<file path="src/pkg/thermal_pkg.sv">
package thermal_pkg;

  // Register indices on the plain register port.
  localparam logic [3:0] ADDR_MISC_ENABLE = 4'h0;
  localparam logic [3:0] ADDR_MODE_CTRL = 4'h1;
  localparam logic [3:0] ADDR_STATUS = 4'h2;
  localparam logic [3:0] ADDR_INT_EN = 4'h3;
  localparam logic [3:0] ADDR_PERF_CTRL = 4'h4;
  localparam logic [3:0] ADDR_CAPS = 4'h5;
  localparam logic [3:0] ADDR_OP_POINT = 4'h6;
  localparam logic [3:0] ADDR_ADAPT_CTRL = 4'h7;

  // Field positions.
  localparam int MISC_TM_EN_BIT = 3;
  localparam int MISC_FV_EN_BIT = 13;
  localparam int MODE_SELECT_BIT = 16;
  localparam int STAT_LIVE_BIT = 0;
  localparam int STAT_LOG_BIT = 1;
  localparam int INT_HIGH_BIT = 0;
  localparam int INT_LOW_BIT = 1;
  localparam int CAP_DUTY_BIT = 29;
  localparam int CAP_FV_BIT = 8;
  localparam int ADAPT_EN_BIT = 0;

  // Reset values.
  localparam logic [31:0] MISC_RESET = 32'h0000_0000;
  localparam logic [31:0] MODE_RESET = 32'h0000_0000;
  localparam logic [1:0] INT_EN_RESET = 2'h0;

  // Timing: minimum engaged time after a trip.
  localparam int CLK_HZ = 10_000_000;
  localparam int MIN_ENGAGE_US = 1000;
  localparam int MIN_ENGAGE_CYC = (MIN_ENGAGE_US * (CLK_HZ / 1_000_000));

  // Duty-cycle modulation period and clock-on share, in cycles.
  localparam int DUTY_PERIOD_CYC = 8;
  localparam int DUTY_ON_CYC = 4;

  typedef enum logic [1:0] {
    TH_IDLE,
    TH_ENGAGED,
    TH_HOLD
  } therm_state_t;

endpackage

</file>
<file path="src/hw/thermal_monitor_control.sv">
// The placing of the registers and the plain strobed port were left to the implementer.
`timescale 1ns/10ps
// Functional notes
// - Catastrophic trip always armed; halts execution until reset completes.
// - Misc-enable bit 3 enables automatic thermal control; cleared by reset.
// - Capability report shows duty-cycle at bit 29, freq/voltage at bit 8.
// - Early parts: bit 16 plus bit 3 picks freq/voltage; else duty-cycle.
// - Later parts: misc-enable bit 13 enables freq/voltage thermal control.
// - Freq/voltage trip moves to operating point in mode-control bits 15:0.
// - Duty-cycle control gates the core clock internally; external pin unused.
// - Freq/voltage control uses the same trip sensor, lowering point instead.
// - Under duty-cycle control a performance write may start transition at once.
// - Under freq/voltage control a performance write waits until disengage.
// - Status bit 0 shows a live trip while engaged; writes to it are ignored.
// - Status bit 1 sticky on trip; cleared by software or reset.
// - Engaged at least about 1 ms, then until sensor drops with hysteresis.
// - Interrupts to the core are held pending during stop-clock intervals.
// - High-enable bit 0 raises interrupt on each upward crossing.
// - Low-enable bit 1 raises interrupt on each downward crossing.
// - Reset clears both interrupt enables and masks the vector entry.
// - Throttling never alters the time-stamp counter increment rate.
// - Adaptive control picks a target point by whether cooling worked.
// - Each core trips independently; adaptive trip moves every core down.
module thermal_monitor_control
  import thermal_pkg::*;
#(
  parameter int MIN_ENGAGE = MIN_ENGAGE_CYC,
  parameter bit EARLY_PART = 1'b0,
  parameter int NUM_CORES = 2
) (
  input wire logic clk_sys,
  input wire logic srst,
  input wire logic [3:0] reg_addr,
  input wire logic [31:0] reg_wdata,
  input wire logic reg_wr,
  input wire logic reg_rd,
  output logic [31:0] reg_rdata,
  input wire logic [NUM_CORES-1:0] trip_hot,
  input wire logic [NUM_CORES-1:0] trip_cool,
  input wire logic catastrophic_trip,
  input wire logic core_irq,
  input wire logic vector_ack,
  output logic vector_req,
  output logic core_irq_out,
  output logic exec_halt,
  output logic core_clk_enable,
  output logic [15:0] op_point,
  output logic op_point_change,
  output logic [NUM_CORES-1:0] core_low_point,
  output logic [63:0] tsc
);

  initial begin
    if (NUM_CORES < 1 || NUM_CORES > 8 || MIN_ENGAGE < 1 || MIN_ENGAGE > (1 << 24)) begin
      $error("thermal_monitor_control: unsupported parameter");
    end
  end

  // ----------------------------------------------------------------
  // Register storage
  // ----------------------------------------------------------------
  logic [31:0] misc_q;
  logic [31:0] mode_q;
  logic [1:0] int_en_q;
  logic log_q;
  logic vec_mask_q;
  logic adapt_en_q;
  logic [15:0] perf_target_q;
  logic perf_pending_q;
  logic halt_q;
  logic [1:0] cool_score_q;
  therm_state_t state_q;
  logic [23:0] hold_cnt_q;
  logic engaged_prev_q;
  logic irq_pend_q;
  logic vreq_q;

  logic any_hot;
  logic all_cool;
  logic tm_enabled;
  logic fv_mode;
  logic engaged;
  logic duty_active;
  logic up_cross;
  logic down_cross;
  logic [31:0] status_word;

  function automatic logic is_write(input logic [3:0] addr, input logic [3:0] target,
                                    input logic wr);
    is_write = wr && (addr == target);
  endfunction

  always_ff @(posedge clk_sys) begin
    if (srst) begin
      misc_q <= MISC_RESET;
    end else if (is_write(reg_addr, ADDR_MISC_ENABLE, reg_wr)) begin
      misc_q <= reg_wdata;
    end
  end

  always_ff @(posedge clk_sys) begin
    if (srst) begin
      mode_q <= MODE_RESET;
    end else if (is_write(reg_addr, ADDR_MODE_CTRL, reg_wr)) begin
      mode_q <= reg_wdata;
    end
  end

  always_ff @(posedge clk_sys) begin
    if (srst) begin
      int_en_q <= INT_EN_RESET;
      vec_mask_q <= 1'b1;
    end else if (is_write(reg_addr, ADDR_INT_EN, reg_wr)) begin
      int_en_q <= {reg_wdata[INT_LOW_BIT], reg_wdata[INT_HIGH_BIT]};
      vec_mask_q <= reg_wdata[31];
    end
  end

  always_ff @(posedge clk_sys) begin
    if (srst) begin
      adapt_en_q <= 1'b0;
    end else if (is_write(reg_addr, ADDR_ADAPT_CTRL, reg_wr)) begin
      adapt_en_q <= reg_wdata[ADAPT_EN_BIT];
    end
  end

  // ----------------------------------------------------------------
  // Mode selection and trip engagement
  // ----------------------------------------------------------------
  assign any_hot = |trip_hot;
  assign all_cool = &trip_cool;
  assign tm_enabled = misc_q[MISC_TM_EN_BIT] || (!EARLY_PART && misc_q[MISC_FV_EN_BIT]);
  assign fv_mode = EARLY_PART ? (misc_q[MISC_TM_EN_BIT] && mode_q[MODE_SELECT_BIT])
                              : misc_q[MISC_FV_EN_BIT];

  // The engaged state counts the minimum engaged time, then the hold state waits
  // for the hysteresis-qualified cool indication from every core.
  always_ff @(posedge clk_sys) begin
    if (srst) begin
      state_q <= TH_IDLE;
      hold_cnt_q <= 24'h000000;
    end else begin
      case (state_q)
        TH_IDLE: begin
          hold_cnt_q <= 24'h000000;
          if (tm_enabled && any_hot) begin
            state_q <= TH_ENGAGED;
          end
        end
        TH_ENGAGED: begin
          if (hold_cnt_q >= 24'(MIN_ENGAGE - 1)) begin
            state_q <= TH_HOLD;
          end else begin
            hold_cnt_q <= hold_cnt_q + 24'h000001;
          end
        end
        TH_HOLD: begin
          if (!any_hot && all_cool) begin
            state_q <= TH_IDLE;
          end
        end
        default: begin
          state_q <= TH_IDLE;
        end
      endcase
    end
  end

  assign engaged = (state_q != TH_IDLE);
  assign duty_active = engaged && !fv_mode;

  duty_gate u_duty_gate (
    .clk_sys(clk_sys),
    .srst(srst),
    .active(duty_active),
    .clk_enable(core_clk_enable)
  );

  // ----------------------------------------------------------------
  // Catastrophic trip
  // ----------------------------------------------------------------
  always_ff @(posedge clk_sys) begin
    if (srst) begin
      halt_q <= 1'b0;
    end else if (catastrophic_trip) begin
      halt_q <= 1'b1;
    end
  end

  assign exec_halt = halt_q;

  // ----------------------------------------------------------------
  // Status flags
  // ----------------------------------------------------------------
  // A trip in the same cycle as a software clear keeps the log set.
  always_ff @(posedge clk_sys) begin
    if (srst) begin
      log_q <= 1'b0;
    end else if (any_hot) begin
      log_q <= 1'b1;
    end else if (is_write(reg_addr, ADDR_STATUS, reg_wr) && !reg_wdata[STAT_LOG_BIT]) begin
      log_q <= 1'b0;
    end
  end

  always_comb begin
    status_word = 32'h0000_0000;
    status_word[STAT_LIVE_BIT] = engaged && any_hot;
    status_word[STAT_LOG_BIT] = log_q;
  end

  // ----------------------------------------------------------------
  // Operating point and performance requests
  // ----------------------------------------------------------------
  // Adaptive score: rises while hot persists in hold, falls when cooling works.
  always_ff @(posedge clk_sys) begin
    if (srst) begin
      cool_score_q <= 2'h0;
    end else if (adapt_en_q && state_q == TH_HOLD && hold_cnt_q == 24'(MIN_ENGAGE - 1)) begin
      if (any_hot && cool_score_q != 2'h3) begin
        cool_score_q <= cool_score_q + 2'h1;
      end else if (!any_hot && cool_score_q != 2'h0) begin
        cool_score_q <= cool_score_q - 2'h1;
      end
    end
  end

  logic [15:0] op_point_q;
  logic change_q;
  logic [15:0] thermal_target;
  logic fv_engaged;

  assign fv_engaged = engaged && fv_mode;
  // Each adaptive step drops the target by one step of the low byte.
  assign thermal_target = adapt_en_q ? (mode_q[15:0] - {14'h0000, cool_score_q})
                                     : mode_q[15:0];

  always_ff @(posedge clk_sys) begin
    if (srst) begin
      perf_target_q <= 16'h0000;
      perf_pending_q <= 1'b0;
    end else if (is_write(reg_addr, ADDR_PERF_CTRL, reg_wr)) begin
      perf_target_q <= reg_wdata[15:0];
      perf_pending_q <= 1'b1;
    end else if (perf_pending_q && !fv_engaged) begin
      perf_pending_q <= 1'b0;
    end
  end

  always_ff @(posedge clk_sys) begin
    if (srst) begin
      op_point_q <= 16'h0000;
      change_q <= 1'b0;
    end else if (fv_engaged && op_point_q != thermal_target) begin
      op_point_q <= thermal_target;
      change_q <= 1'b1;
    end else if (perf_pending_q && !fv_engaged) begin
      op_point_q <= perf_target_q;
      change_q <= 1'b1;
    end else begin
      change_q <= 1'b0;
    end
  end

  assign op_point = op_point_q;
  assign op_point_change = change_q;

  // Adaptive: any core's trip lowers every core; otherwise only the hot core.
  logic [NUM_CORES-1:0] low_q;
  always_ff @(posedge clk_sys) begin
    if (srst) begin
      low_q <= '0;
    end else if (!fv_engaged) begin
      low_q <= '0;
    end else if (adapt_en_q) begin
      low_q <= '1;
    end else begin
      low_q <= low_q | trip_hot;
    end
  end
  assign core_low_point = low_q;

  // ----------------------------------------------------------------
  // Interrupts
  // ----------------------------------------------------------------
  always_ff @(posedge clk_sys) begin
    if (srst) begin
      engaged_prev_q <= 1'b0;
    end else begin
      engaged_prev_q <= any_hot;
    end
  end

  assign up_cross = any_hot && !engaged_prev_q && int_en_q[INT_HIGH_BIT];
  assign down_cross = !any_hot && engaged_prev_q && int_en_q[INT_LOW_BIT];

  // A new crossing in the acknowledge cycle keeps the request raised.
  always_ff @(posedge clk_sys) begin
    if (srst) begin
      vreq_q <= 1'b0;
    end else if ((up_cross || down_cross) && !vec_mask_q) begin
      vreq_q <= 1'b1;
    end else if (vector_ack) begin
      vreq_q <= 1'b0;
    end
  end
  assign vector_req = vreq_q;

  // Interrupts arriving while the clock is stopped wait for the clock.
  always_ff @(posedge clk_sys) begin
    if (srst) begin
      irq_pend_q <= 1'b0;
    end else if (core_irq) begin
      irq_pend_q <= 1'b1;
    end else if (core_clk_enable) begin
      irq_pend_q <= 1'b0;
    end
  end
  assign core_irq_out = core_clk_enable && (irq_pend_q || core_irq);

  // ----------------------------------------------------------------
  // Time-stamp counter, unaffected by throttling
  // ----------------------------------------------------------------
  always_ff @(posedge clk_sys) begin
    if (srst) begin
      tsc <= 64'h0;
    end else begin
      tsc <= tsc + 64'h1;
    end
  end

  // ----------------------------------------------------------------
  // Read port
  // ----------------------------------------------------------------
  always_ff @(posedge clk_sys) begin
    if (srst) begin
      reg_rdata <= 32'h0000_0000;
    end else if (reg_rd) begin
      if (reg_addr == ADDR_MISC_ENABLE) begin
        reg_rdata <= misc_q;
      end else if (reg_addr == ADDR_MODE_CTRL) begin
        reg_rdata <= mode_q;
      end else if (reg_addr == ADDR_STATUS) begin
        reg_rdata <= status_word;
      end else if (reg_addr == ADDR_INT_EN) begin
        reg_rdata <= {vec_mask_q, 29'h0, int_en_q};
      end else if (reg_addr == ADDR_PERF_CTRL) begin
        reg_rdata <= {15'h0, perf_pending_q, perf_target_q};
      end else if (reg_addr == ADDR_CAPS) begin
        reg_rdata <= (32'h1 << CAP_DUTY_BIT) | (32'h1 << CAP_FV_BIT);
      end else if (reg_addr == ADDR_OP_POINT) begin
        reg_rdata <= {16'h0, op_point_q};
      end else if (reg_addr == ADDR_ADAPT_CTRL) begin
        reg_rdata <= {30'h0, cool_score_q[0], adapt_en_q};
      end else begin
        reg_rdata <= 32'h0000_0000;
      end
    end else begin
      reg_rdata <= 32'h0000_0000;
    end
  end

endmodule

</file>
<file path="src/hw/duty_gate.sv">
`timescale 1ns/10ps
module duty_gate
  import thermal_pkg::*;
#(
  parameter int PERIOD = DUTY_PERIOD_CYC,
  parameter int ON_CYC = DUTY_ON_CYC
) (
  input wire logic clk_sys,
  input wire logic srst,
  input wire logic active,
  output logic clk_enable
);

  initial begin
    if (PERIOD < 2 || PERIOD > 256 || ON_CYC < 1 || ON_CYC >= PERIOD) begin
      $error("duty_gate: bad period or on count");
    end
  end

  logic [7:0] phase_q;

  always_ff @(posedge clk_sys) begin
    if (srst || !active || phase_q == 8'(PERIOD - 1)) begin
      phase_q <= 8'h00;
    end else begin
      phase_q <= phase_q + 8'h01;
    end
  end

  // The core clock runs during the first ON_CYC cycles of each period.
  assign clk_enable = !active || (phase_q < 8'(ON_CYC));

endmodule

</file>
<file path="config.mk">
export PLATFORM = sky130hd
export DESIGN_NAME = thermal_monitor_control
export DESIGN_NICKNAME = d
export VERILOG_FILES = /design/src/pkg/thermal_pkg.sv /design/src/hw/thermal_monitor_control.sv /design/src/hw/duty_gate.sv
export SDC_FILE = /design/constraint.sdc
export NUM_CORES = 1
export LEC_CHECK = 0
export BUFFER_PORTS_ARGS = -buffer_cell sky130_fd_sc_hd__buf_2
export CORE_ASPECT_RATIO = 0.6
export CORE_UTILIZATION = 50
export DETAILED_ROUTE_END_ITERATION = 7
export HOLD_SLACK_MARGIN = 0.1
export PLACE_DENSITY_LB_ADDON = 0.15
export SLEW_MARGIN = 5
export SYNTH_ARGS = -nofsm -noshare
export SYNTH_HDL_FRONTEND = slang
export SYNTH_HIERARCHICAL = 1
export SYNTH_SLANG_ARGS = --single-unit
</file>
<file path="constraint.sdc">
create_clock -name clk_sys -period 3.5 [get_ports clk_sys]
set_input_delay 0.525 -clock clk_sys [delete_from_list [all_inputs] [get_ports clk_sys]]
set_output_delay 0.525 -clock clk_sys [all_outputs]
set_load 0.05 [all_outputs]
</file>
==> results.py, run 1 <==
metrics = {
    "power_and_ir_drop": {
        "cellLeakagePower_nw": 4.74,
        "ir_drop_v": 0.000361,
        "powerDensity_mw_per_mm2": 460,
    },
    "sta": {
        "maxSlewHeadroom": 0.363,
        "period_needed_ns": 3.23,
        "finalCritPeriodShare": 0.923,
        "tns_ns": 0,
        "hold_violations": 0,
        "drv_slew": 0,
        "rsz0062_at_grt": "false",
        "fmax_mhz": 310,
        "fin_worst_skew_ns": 0.0138,
        "setup_slack_ns": 0.271,
        "worst_pin_slew_ns": 0.954,
        "setup_viol": 0,
    },
    "detailed_routing": {
        "post_drt_wl_per_cell_um": 17.7,
        "antenna_left": 0,
        "route.detailed.drc": 9,
        "wl_mm": 30.3,
        "drtPass1Iterations": 8,
        "dr_total_vias": 9590,
        "routed_via_density": 5.61,
        "drt_iter0_markers": 959,
    },
    "critical_path": {
        "worst-path-max-fanout": 7,
        "crit_type": "register to register",
        "worstSetupEndpointType": "register",
        "cp_cell_sequence": "inv_1 > ha_1 > fa_1 > nand3b_1 > nor3_4 > xnor2_1 > a211o_1 > or4b_1 > nor4_2 > a211oi_1",
        "crit_slowest_cell": "or4b_1",
        "critical_path_arrival_ns": 3.61,
        "cp.required_ns": 3.88,
        "critPathLaunchType": "register",
        "cpPeakStageDelay_ns": 0.55,
    },
    "clock_tree": {
        "cts_buffers": 23,
        "post-cts-setup-buffer-count": 0,
        "clk_latency_ns": 0.53,
        "cts_tree": "built",
        "cts_root_buf": "clkbuf_16",
        "clockBufferDepth": 3,
        "post_cts_resized": 0,
        "cts.sinks": 241,
        "hold_buffers": 0,
        "path_clk_slew_ns": 0.07,
        "h-tree-depth": 1,
    },
    "synth": {
        "synth_seq_cells": 241,
        "ys.warnings.count": 6,
        "yosysSeqAreaShare": 0.459,
        "synthCells": 1280,
        "synth-edff-count": 0,
        "syn_area_per_cell_um2": 8.21,
        "synth.distinct_cells": 70,
        "synthArstFlopShare": 0,
        "syn-num-nets": 1334,
        "ys.flop_type": "dfxtp_1",
        "syn_area_mm2": 0.0105,
    },
    "floorplan": {
        "die_y_um": 114,
        "start_util": 0.517,
        "core-area_mm2": 0.0203,
        "io_pins": 166,
        "fp-row-count": 40,
        "die_area_mm2": 0.0216,
        "dieWidth_um": 189,
    },
    "cells_and_area": {
        "multiInputGateArea_mm2": 0.00531,
        "mostFrequentLayoutCells": "dfxtp_1 (241), nand2_1 (236), buf_2 (164)",
        "fillers": 1827,
        "final_common_cell": "dfxtp_1",
        "layout-drive-gt1-share": 0.176,
        "register_area_mm2": 0.00482,
        "area_growth_syn_to_layout_pct": 18.1,
        "layout.nets": 1471,
    },
    "flow_run": {
        "drv_cap": 0,
    },
    "placed_design": {
        "gp_congestion": 0.953,
        "portBuffers": 165,
        "dp_slack_ns": 0.330,
        "hpwl_mm": 21.1,
    },
    "status": {
        "status": "complete, but fails checks",
        "failed_checks": "design-rule violations",
    },
    "grt": {
        "grt_usage": 0.277,
        "first_global_vias": 8419,
        "grt.overflow.total": 0,
        "antenna_found_initial": 2,
        "grt_max_degree": 89,
        "grt_pass1_wl_mm": 47.5,
    },
    "min_path": {
        "hold_class": "input port to register",
    },
}
[stage by stage]
step                      std cells  power [mW]   util  area, um2  hold WS, ns
after global placement         1665        3.08  0.570      11600        0.433
final                          1709        5.71  0.611      12400        0.203
after CTS                      1707        5.74  0.611      12400        0.191
after floorplan                1280        2.98      -      10500        0.421
after global routing           1707        5.91  0.611      12400        0.203
after detailed placement       1665        3.08  0.570      11600        0.439
[cells in the mapped netlist, drive strengths merged (2+ instances only)]
library cell	number	area, um2
nor2b	13	81.3
a22oi	17	128
mux2	2	22.5
a222oi	15	150
o31ai	3	22.5
a22o	2	17.5
xnor2	39	342
buf	13	66.3
a21oi	126	634
nor3	21	116
nand3	33	170
clkbuf	67	251
ha	6	75.1
nor2	143	537
xnor3	2	45.0
nand2b	10	62.6
inv	21	78.8
nand4b	3	26.3
or2	2	12.5
nand2	236	886
and2	19	119
nand3b	7	52.6
nor4b	2	17.5
and4	8	70.1
or3	20	125
or3b	3	26.3
nor3b	3	22.5
nand4	20	125
or4b	2	20.0
xor2	48	420
nor4	21	144
a31oi	11	68.8
a211oi	20	150
a211o	2	17.5
o21ai	33	165
or4	5	41.3
mux2i	9	90.1
dfxtp	241	4820
o2111ai	2	17.5
and3	10	62.6
[kinds of logic (layout without fill, tap and decap cells)]
family / Yosys count / in the layout / synth area share
AOI/OAI and AO/OA: 246 / 246 / 0.143
muxes: 11 / 11 / 0.0107
adders and majority gates: 7 / 7 / 0.00905
buffers and inverters: 101 / 255 / 0.0377
xor gates and xnor gates: 90 / 90 / 0.0790
and+or+nand+nor: 584 / 584 / 0.262
DFF: 241 / 241 / 0.459
other: 0 / 2 / 0
[critical path: cells and delay by family, from the launching register on]
family | cells | cell delay [ns]
and+or+nand+nor | 4 | 1.33
xor gates and xnor gates | 1 | 0.17
DFF | 1 | 0.38
adders and majority gates | 2 | 0.65
buffers and inverters | 1 | 0.09
AOI/OAI and AO/OA | 2 | 0.46
[report_power, final]
part	switching, mW	internal [mW]	leakage [nW]	total [mW]
combinational	0.169	0.0697	2.38	0.239
clock	1.10	1.59	0.412	2.69
sequential	0.0186	2.76	1.94	2.78
total	1.29	4.42	4.74	5.71
[metal layers]
metal  vias up  part of all wire  global-route usage
met5         -           0.00040                   0
met4         2             0.012              0.0478
met3        30              0.10              0.0821
met2       364              0.38               0.356
met1      4487              0.51               0.443
li1       4707                 -                   -
[flip-flops by register name, indices dropped and copies added (netlist names), 2 cells and up]
signal	count
core_low_point	2
tsc	64
perf_target_q	16
op_point	16
hold_cnt_q	24
u_duty_gate/phase_q	8
state_q	2
misc_q	32
cool_score_q	2
int_en_q	2
reg_rdata	32
mode_q	32
[cell type report]
cell class                      count  area share
Multi-Input combinational cell    938       0.428
Sequential cell                   241       0.389
Timing Repair Buffer              192      0.0833
Clock buffer                       32      0.0547
Tap cell                          273      0.0275
Clock inverter                     10      0.0116
Inverter                           21     0.00635
Antenna cell                        2    0.000403
[final timing paths]
check	cells past startpoint	slack (ns)	to	startpoint
setup / recovery	10	0.27	op_point_change	mode_q[0]
hold / removal	3	0.20	exec_halt	catastrophic_trip
setup reg to reg	10	0.27	op_point_change	mode_q[0]
hold reg to reg	2	0.45	reg_rdata[29]	misc_q[29]
Note: power is estimated with default switching activity, not from simulation.
==> run 2, diff against run 1 <==
==> constraint.sdc (replaced) <==
create_clock -name clk_sys -period 2.6 [get_ports clk_sys]
set_input_delay 0.39 -clock clk_sys [delete_from_list [all_inputs] [get_ports clk_sys]]
set_output_delay 0.39 -clock clk_sys [all_outputs]
set_load 0.05 [all_outputs]
==> run 2 against run 1 <==
Against the previous run:
- the flow finishes with violations (negative setup slack)
- clock power rose by 30%
- first-iteration DRC count grew 2.2%
- cell count grew 4.0%
- largest power group unchanged
- sequential power is 35% higher
- fmax rose by 24%
- count of clock-buffer cells in the layout down 2
- sequential share of layout area decreased by 1.9 points
- flip-flop and latch count stayed put
- via count grew 4.1%
- worst setup slack lost 0.27 ns
==> results.py, run 2 (same netlist as run 1, synthesis figures left out) <==
metrics = {
    "status": {
        "status": "complete, but fails checks",
        "failed_checks": "negative setup slack",
    },
    "cells_and_area": {
        "area_growth_syn_to_layout_pct": 24.8,
        "mostFrequentLayoutCells": "nand2_1 (236), dfxtp_1 (227), buf_2 (164)",
        "multiInputGateArea_mm2": 0.00550,
        "fin_util": 0.646,
        "largest_reg_flops": 64,
        "final_common_cell": "nand2_1",
        "fillers": 1794,
        "regMostFlops": "tsc",
        "register_area_mm2": 0.00484,
        "layout.nets": 1540,
        "layout-drive-gt1-share": 0.240,
    },
    "power_and_ir_drop": {
        "internal_power_mw": 5.86,
        "cellLeakagePower_nw": 5.10,
        "powerDensity_mw_per_mm2": 579,
        "clkPwrFrac": 0.460,
        "power.net_switching_mw": 1.73,
        "finalPower_mw": 7.59,
        "ir_drop_v": 0.000603,
        "pwr-share-comb": 0.047,
        "p_sw_frac": 0.228,
        "pwr-share-seq": 0.493,
    },
    "critical_path": {
        "worst-path-max-fanout": 3,
        "cp.required_ns": 2.98,
        "crit_slowest_cell": "a2111o_1",
        "cp_cell_sequence": "inv_2 > ha_4 > fa_2 > and3b_2 > nand4_1 > xor2_1 > o2111ai_2 > a2111o_1 > nor4_4 > o311ai_2",
        "critPathLaunchType": "register",
        "cpPeakStageDelay_ns": 0.36,
        "critical_path_arrival_ns": 2.98,
        "worstSetupEndpointType": "register",
        "r2r_cells": 10,
        "rrSetupSlack_ns": -0.001,
        "crit_type": "register to register",
    },
    "clock_tree": {
        "cts_root_buf": "clkbuf_16",
        "clockBufferDepth": 3,
        "h-tree-depth": 1,
        "cts_buffers": 23,
        "path_clk_slew_ns": 0.07,
        "clk_latency_ns": 0.52,
        "cts_tree": "built",
        "cts.sinks": 241,
    },
    "detailed_routing": {
        "drtPass1Iterations": 6,
        "routed_via_density": 5.62,
        "dr_total_vias": 9982,
        "antenna_left": 0,
        "post_drt_wl_per_cell_um": 17.8,
        "route.detailed.drc": 0,
        "wl_mm": 31.6,
        "drt_iter0_markers": 980,
    },
    "sta": {
        "fin_worst_skew_ns": 0.0155,
        "setup_viol": 1,
        "fmax_mhz": 384,
        "maxSlewHeadroom": 0.458,
        "setup_slack_ns": -0.00121,
        "finalCritPeriodShare": 1.00,
        "drv_slew": 0,
        "worst_pin_slew_ns": 0.813,
        "rsz0062_at_grt": "true",
        "hold_violations": 0,
        "period_needed_ns": 2.60,
    },
    "floorplan": {
        "die_area_mm2": 0.0216,
        "core-area_mm2": 0.0203,
        "die_y_um": 114,
        "dieWidth_um": 189,
        "io_pins": 166,
        "fp-row-count": 40,
        "start_util": 0.517,
    },
    "flow_run": {
        "drv_cap": 0,
    },
    "placed_design": {
        "hpwl_mm": 22.5,
        "gp_congestion": 0.963,
        "portBuffers": 165,
        "dp_slack_ns": -0.177,
    },
    "min_path": {
        "hold_depth": 3,
        "hold_class": "input port to register",
    },
    "grt": {
        "first_global_vias": 8962,
        "grt_pass1_wl_mm": 49.4,
        "antenna_found_initial": 2,
        "grt.overflow.total": 0,
        "grt_max_degree": 78,
        "grt_usage": 0.289,
    },
}
==> run 2: changes by cell type in the layout (fill, tap and decap cells not counted), sizes merged <==
cell / change
buf: +67
clkinvlp: +1
clkbuf: -2
clkinv: +1
dlygate4sd3: +2
diode: -1
==> run 2: path summary, 6_finish.rpt <==
path                               startpoint            to
worst min-delay path            reg_wdata[30]    misc_q[30]
worst max-delay path                mode_q[0]  op_point[13]
worst max register to register      mode_q[0]  op_point[13]
worst min register to register         tsc[0]        tsc[0]
==> run 2: power by group through the flow <==
| stage | Sequential [mW] | Combinational, mW | Clock, mW |
|---|---|---|---|
| 2_1_floorplan | 3.84 | 0.177 | 0 |
| 3_3_place_gp | 3.82 | 0.334 | 0 |
| 3_5_place_dp | 3.82 | 0.334 | 0 |
| 4_1_cts | 3.74 | 0.345 | 3.54 |
| 5_1_grt | 3.74 | 0.383 | 3.71 |
| 6_report | 3.74 | 0.359 | 3.49 |
==> run 2: repair_timing <==
item,CTS,global route
setup endpoints to repair,2,2
setup buffers,5,4
endpoints found under the hold margin,2,0
hold buffers,2,0
resized for setup,17,17
pin swaps,10,11
==> run 2: per-layer routing <==
metal  GRT usage  vias to the layer above  routed length [um]
li1            -                     4830                   -
met2       0.376                      457               12000
met1       0.446                     4650               15100
met3      0.0956                       41                3980
met4      0.0640                        4                 445
met5           0                        -                  25
==> run 2: area by class of cell <==
type	instances	share of cell area
multi-input combinational	938	0.419
sequential	241	0.369
timing repair buffer	261	0.120
clock buffer	30	0.0482
tap	273	0.0260
clock inverter	12	0.0111
inverter	21	0.00601
antenna	1	0.000191
==> run 2: worst max-delay path: cells and delay by family (launching register included) <==
kind            cells  cell delay, ns
xor+xnor            1            0.24
fa+ha+maj           2            0.50
buf+inv             1            0.05
flops               1            0.33
compound gates      3            0.64
simple gates        3            0.72
==> run 2: stage by stage <==
step	area, um2	instances	setup TNS (ns)	hold slack, ns
2_1_floorplan	10600	1280	-0.00534	0.421
4_1_cts	13000	1772	-0.110	0.102
6_report	13100	1777	-0.00121	0.115
5_1_grt	13100	1776	-0.235	0.115
3_3_place_gp	12100	1723	-0.283	0.417
3_5_place_dp	12100	1723	-0.343	0.424
==> run 3, diff against run 2 <==
--- a/config.mk
+++ b/config.mk
@@ -7,7 +7,7 @@
 export LEC_CHECK = 0
 export BUFFER_PORTS_ARGS = -buffer_cell sky130_fd_sc_hd__buf_2
 export CORE_ASPECT_RATIO = 0.6
-export CORE_UTILIZATION = 50
+export CORE_UTILIZATION = 40
 export DETAILED_ROUTE_END_ITERATION = 7
 export HOLD_SLACK_MARGIN = 0.1
 export PLACE_DENSITY_LB_ADDON = 0.15
==> run 3 against run 2 <==
Against the previous run:
- the run still ends with negative setup slack left
- utilization shrank 12 points
- highest routed layer is now met4
- cell count grew 4.9%
- critical path depth is the same
==> results.py, run 3 (same netlist as run 1, synthesis figures left out) <==
metrics = {
    "status": {
        "status": "complete, but fails checks",
        "failed_checks": "negative setup slack",
    },
    "placed_design": {
        "hpwl_mm": 23.3,
        "gp_congestion": 0.924,
        "place_inst": 1798,
        "portBuffers": 165,
        "dpl_cell_area_mm2": 0.0122,
        "dp_slack_ns": -0.230,
    },
    "floorplan": {
        "die_y_um": 128,
        "fp-row-count": 45,
        "dieWidth_um": 211,
        "core-area_mm2": 0.0256,
        "io_pins": 166,
        "die_area_mm2": 0.0270,
        "start_util": 0.411,
    },
    "clock_tree": {
        "cts.sinks": 241,
        "cts_root_buf": "clkbuf_16",
        "path_clk_slew_ns": 0.07,
        "clockBufferDepth": 3,
        "cts_tree": "built",
        "cts_buffers": 24,
        "h-tree-depth": 1,
        "clk_latency_ns": 0.54,
    },
    "grt": {
        "grt_max_degree": 86,
        "antenna_found_initial": 0,
        "grt_pass1_wl_mm": 51.1,
        "grt_usage": 0.244,
        "first_global_vias": 8956,
        "grt.overflow.total": 0,
    },
    "detailed_routing": {
        "drtPass1Iterations": 8,
        "post_drt_wl_per_cell_um": 17.7,
        "dr_total_vias": 9872,
        "route.detailed.drc": 0,
        "antenna_left": 0,
        "wl_mm": 33.0,
        "drt_iter0_markers": 927,
        "routed_via_density": 5.30,
    },
    "flow_run": {
        "drv_cap": 0,
    },
    "sta": {
        "fin_worst_skew_ns": 0.0214,
        "maxSlewHeadroom": 0.559,
        "rsz0062_at_grt": "true",
        "period_needed_ns": 2.71,
        "hold_violations": 0,
        "setup_viol": 2,
        "fmax_mhz": 369,
        "worst_pin_slew_ns": 0.659,
        "setup_slack_ns": -0.111,
        "finalCritPeriodShare": 1.04,
        "drv_slew": 0,
    },
    "critical_path": {
        "worst-path-max-fanout": 3,
        "critPathLaunchType": "register",
        "critical_path_arrival_ns": 3.11,
        "crit_slowest_cell": "or4b_4",
        "worstSetupEndpointType": "register",
        "cpPeakStageDelay_ns": 0.55,
        "critPathBufInv": 1,
        "cp.required_ns": 3.00,
        "cpLargestDelayFamily": "simple AND/OR/NAND/NOR gates",
        "cp_cell_sequence": "inv_2 > ha_4 > fa_2 > and3b_2 > nand4b_1 > xnor2_2 > a211o_1 > or4b_4 > nor4_4 > o311ai_1",
        "crit_type": "register to register",
    },
    "cells_and_area": {
        "final_common_cell": "nand2_1",
        "fillers": 2473,
        "layout-drive-gt1-share": 0.225,
        "largest_reg_flops": 64,
        "n_antenna_cell": 0,
        "layout.nets": 1549,
        "stdcell_count": 1864,
        "regMostFlops": "tsc",
        "design_area_mm2": 0.0133,
        "mostFrequentLayoutCells": "nand2_1 (236), dfxtp_1 (232), buf_2 (164)",
        "area_growth_syn_to_layout_pct": 26.7,
    },
    "power_and_ir_drop": {
        "cellLeakagePower_nw": 5.13,
        "powerDensity_mw_per_mm2": 583,
        "ir_drop_v": 0.000344,
    },
    "min_path": {
        "hold_class": "input port to register",
    },
}
[run 3: final timing paths]
path	from	end	slack [ns]	depth (start not counted)
max	mode_q[0]	op_point[13]	-0.11	10
min	reg_wdata[11]	perf_target_q[11]	0.12	3
max reg2reg	mode_q[0]	op_point[13]	-0.11	10
min reg2reg	tsc[0]	tsc[0]	0.43	1
[run 3: repair_timing]
action / CTS / global route
hold buffers: 18 / 0
setup buffers: 5 / 0
gates cloned: 0 / 0
endpoints found under the hold margin: 32 / 0
resized for setup: 15 / 3
endpoints found under the setup margin: 2 / 2
pin swaps: 7 / 2
[run 3: metrics by stage]
step	total power [mW]	TNS, ns	util	hold WS, ns
floorplan	4.02	-0.00534	-	0.421
global placement	4.17	-0.396	0.477	0.413
global route	8.03	-0.430	0.521	0.109
CTS	7.82	-0.258	0.520	0.101
detailed placement	4.17	-0.450	0.477	0.423
finish	7.77	-0.211	0.521	0.119
[run 3: per-layer routing]
metal | up-vias | GRT usage | routed length (um)
met5 | - | 0 | 0
met4 | 0 | 0.0311 | 310
met3 | 23 | 0.0460 | 2860
met2 | 314 | 0.318 | 12500
met1 | 4700 | 0.406 | 17400
li1 | 4835 | - | -
[run 3: tightest hold or removal path, stage by stage]
cell,delay (ns)
buf_2,0.12
nand2_1,0.06
a21oi_1,0.05
[run 3: where the power goes]
part	switching (mW)	internal, mW	total [mW]	leakage, nW
combinational	0.255	0.132	0.387	2.77
sequential	0.0203	3.72	3.74	1.95
clock	1.51	2.13	3.64	0.408
total	1.79	5.98	7.77	5.13
[run 3: final cells by class]
cell class,instances,area (um2),area share
timing repair buffer,269,1680,0.126
clock buffer,35,722,0.0542
clock inverter,8,104,0.00780
multi-input combinational,938,5450,0.410
sequential,241,4840,0.363
tap,352,440,0.0331
inverter,21,78.8,0.00592
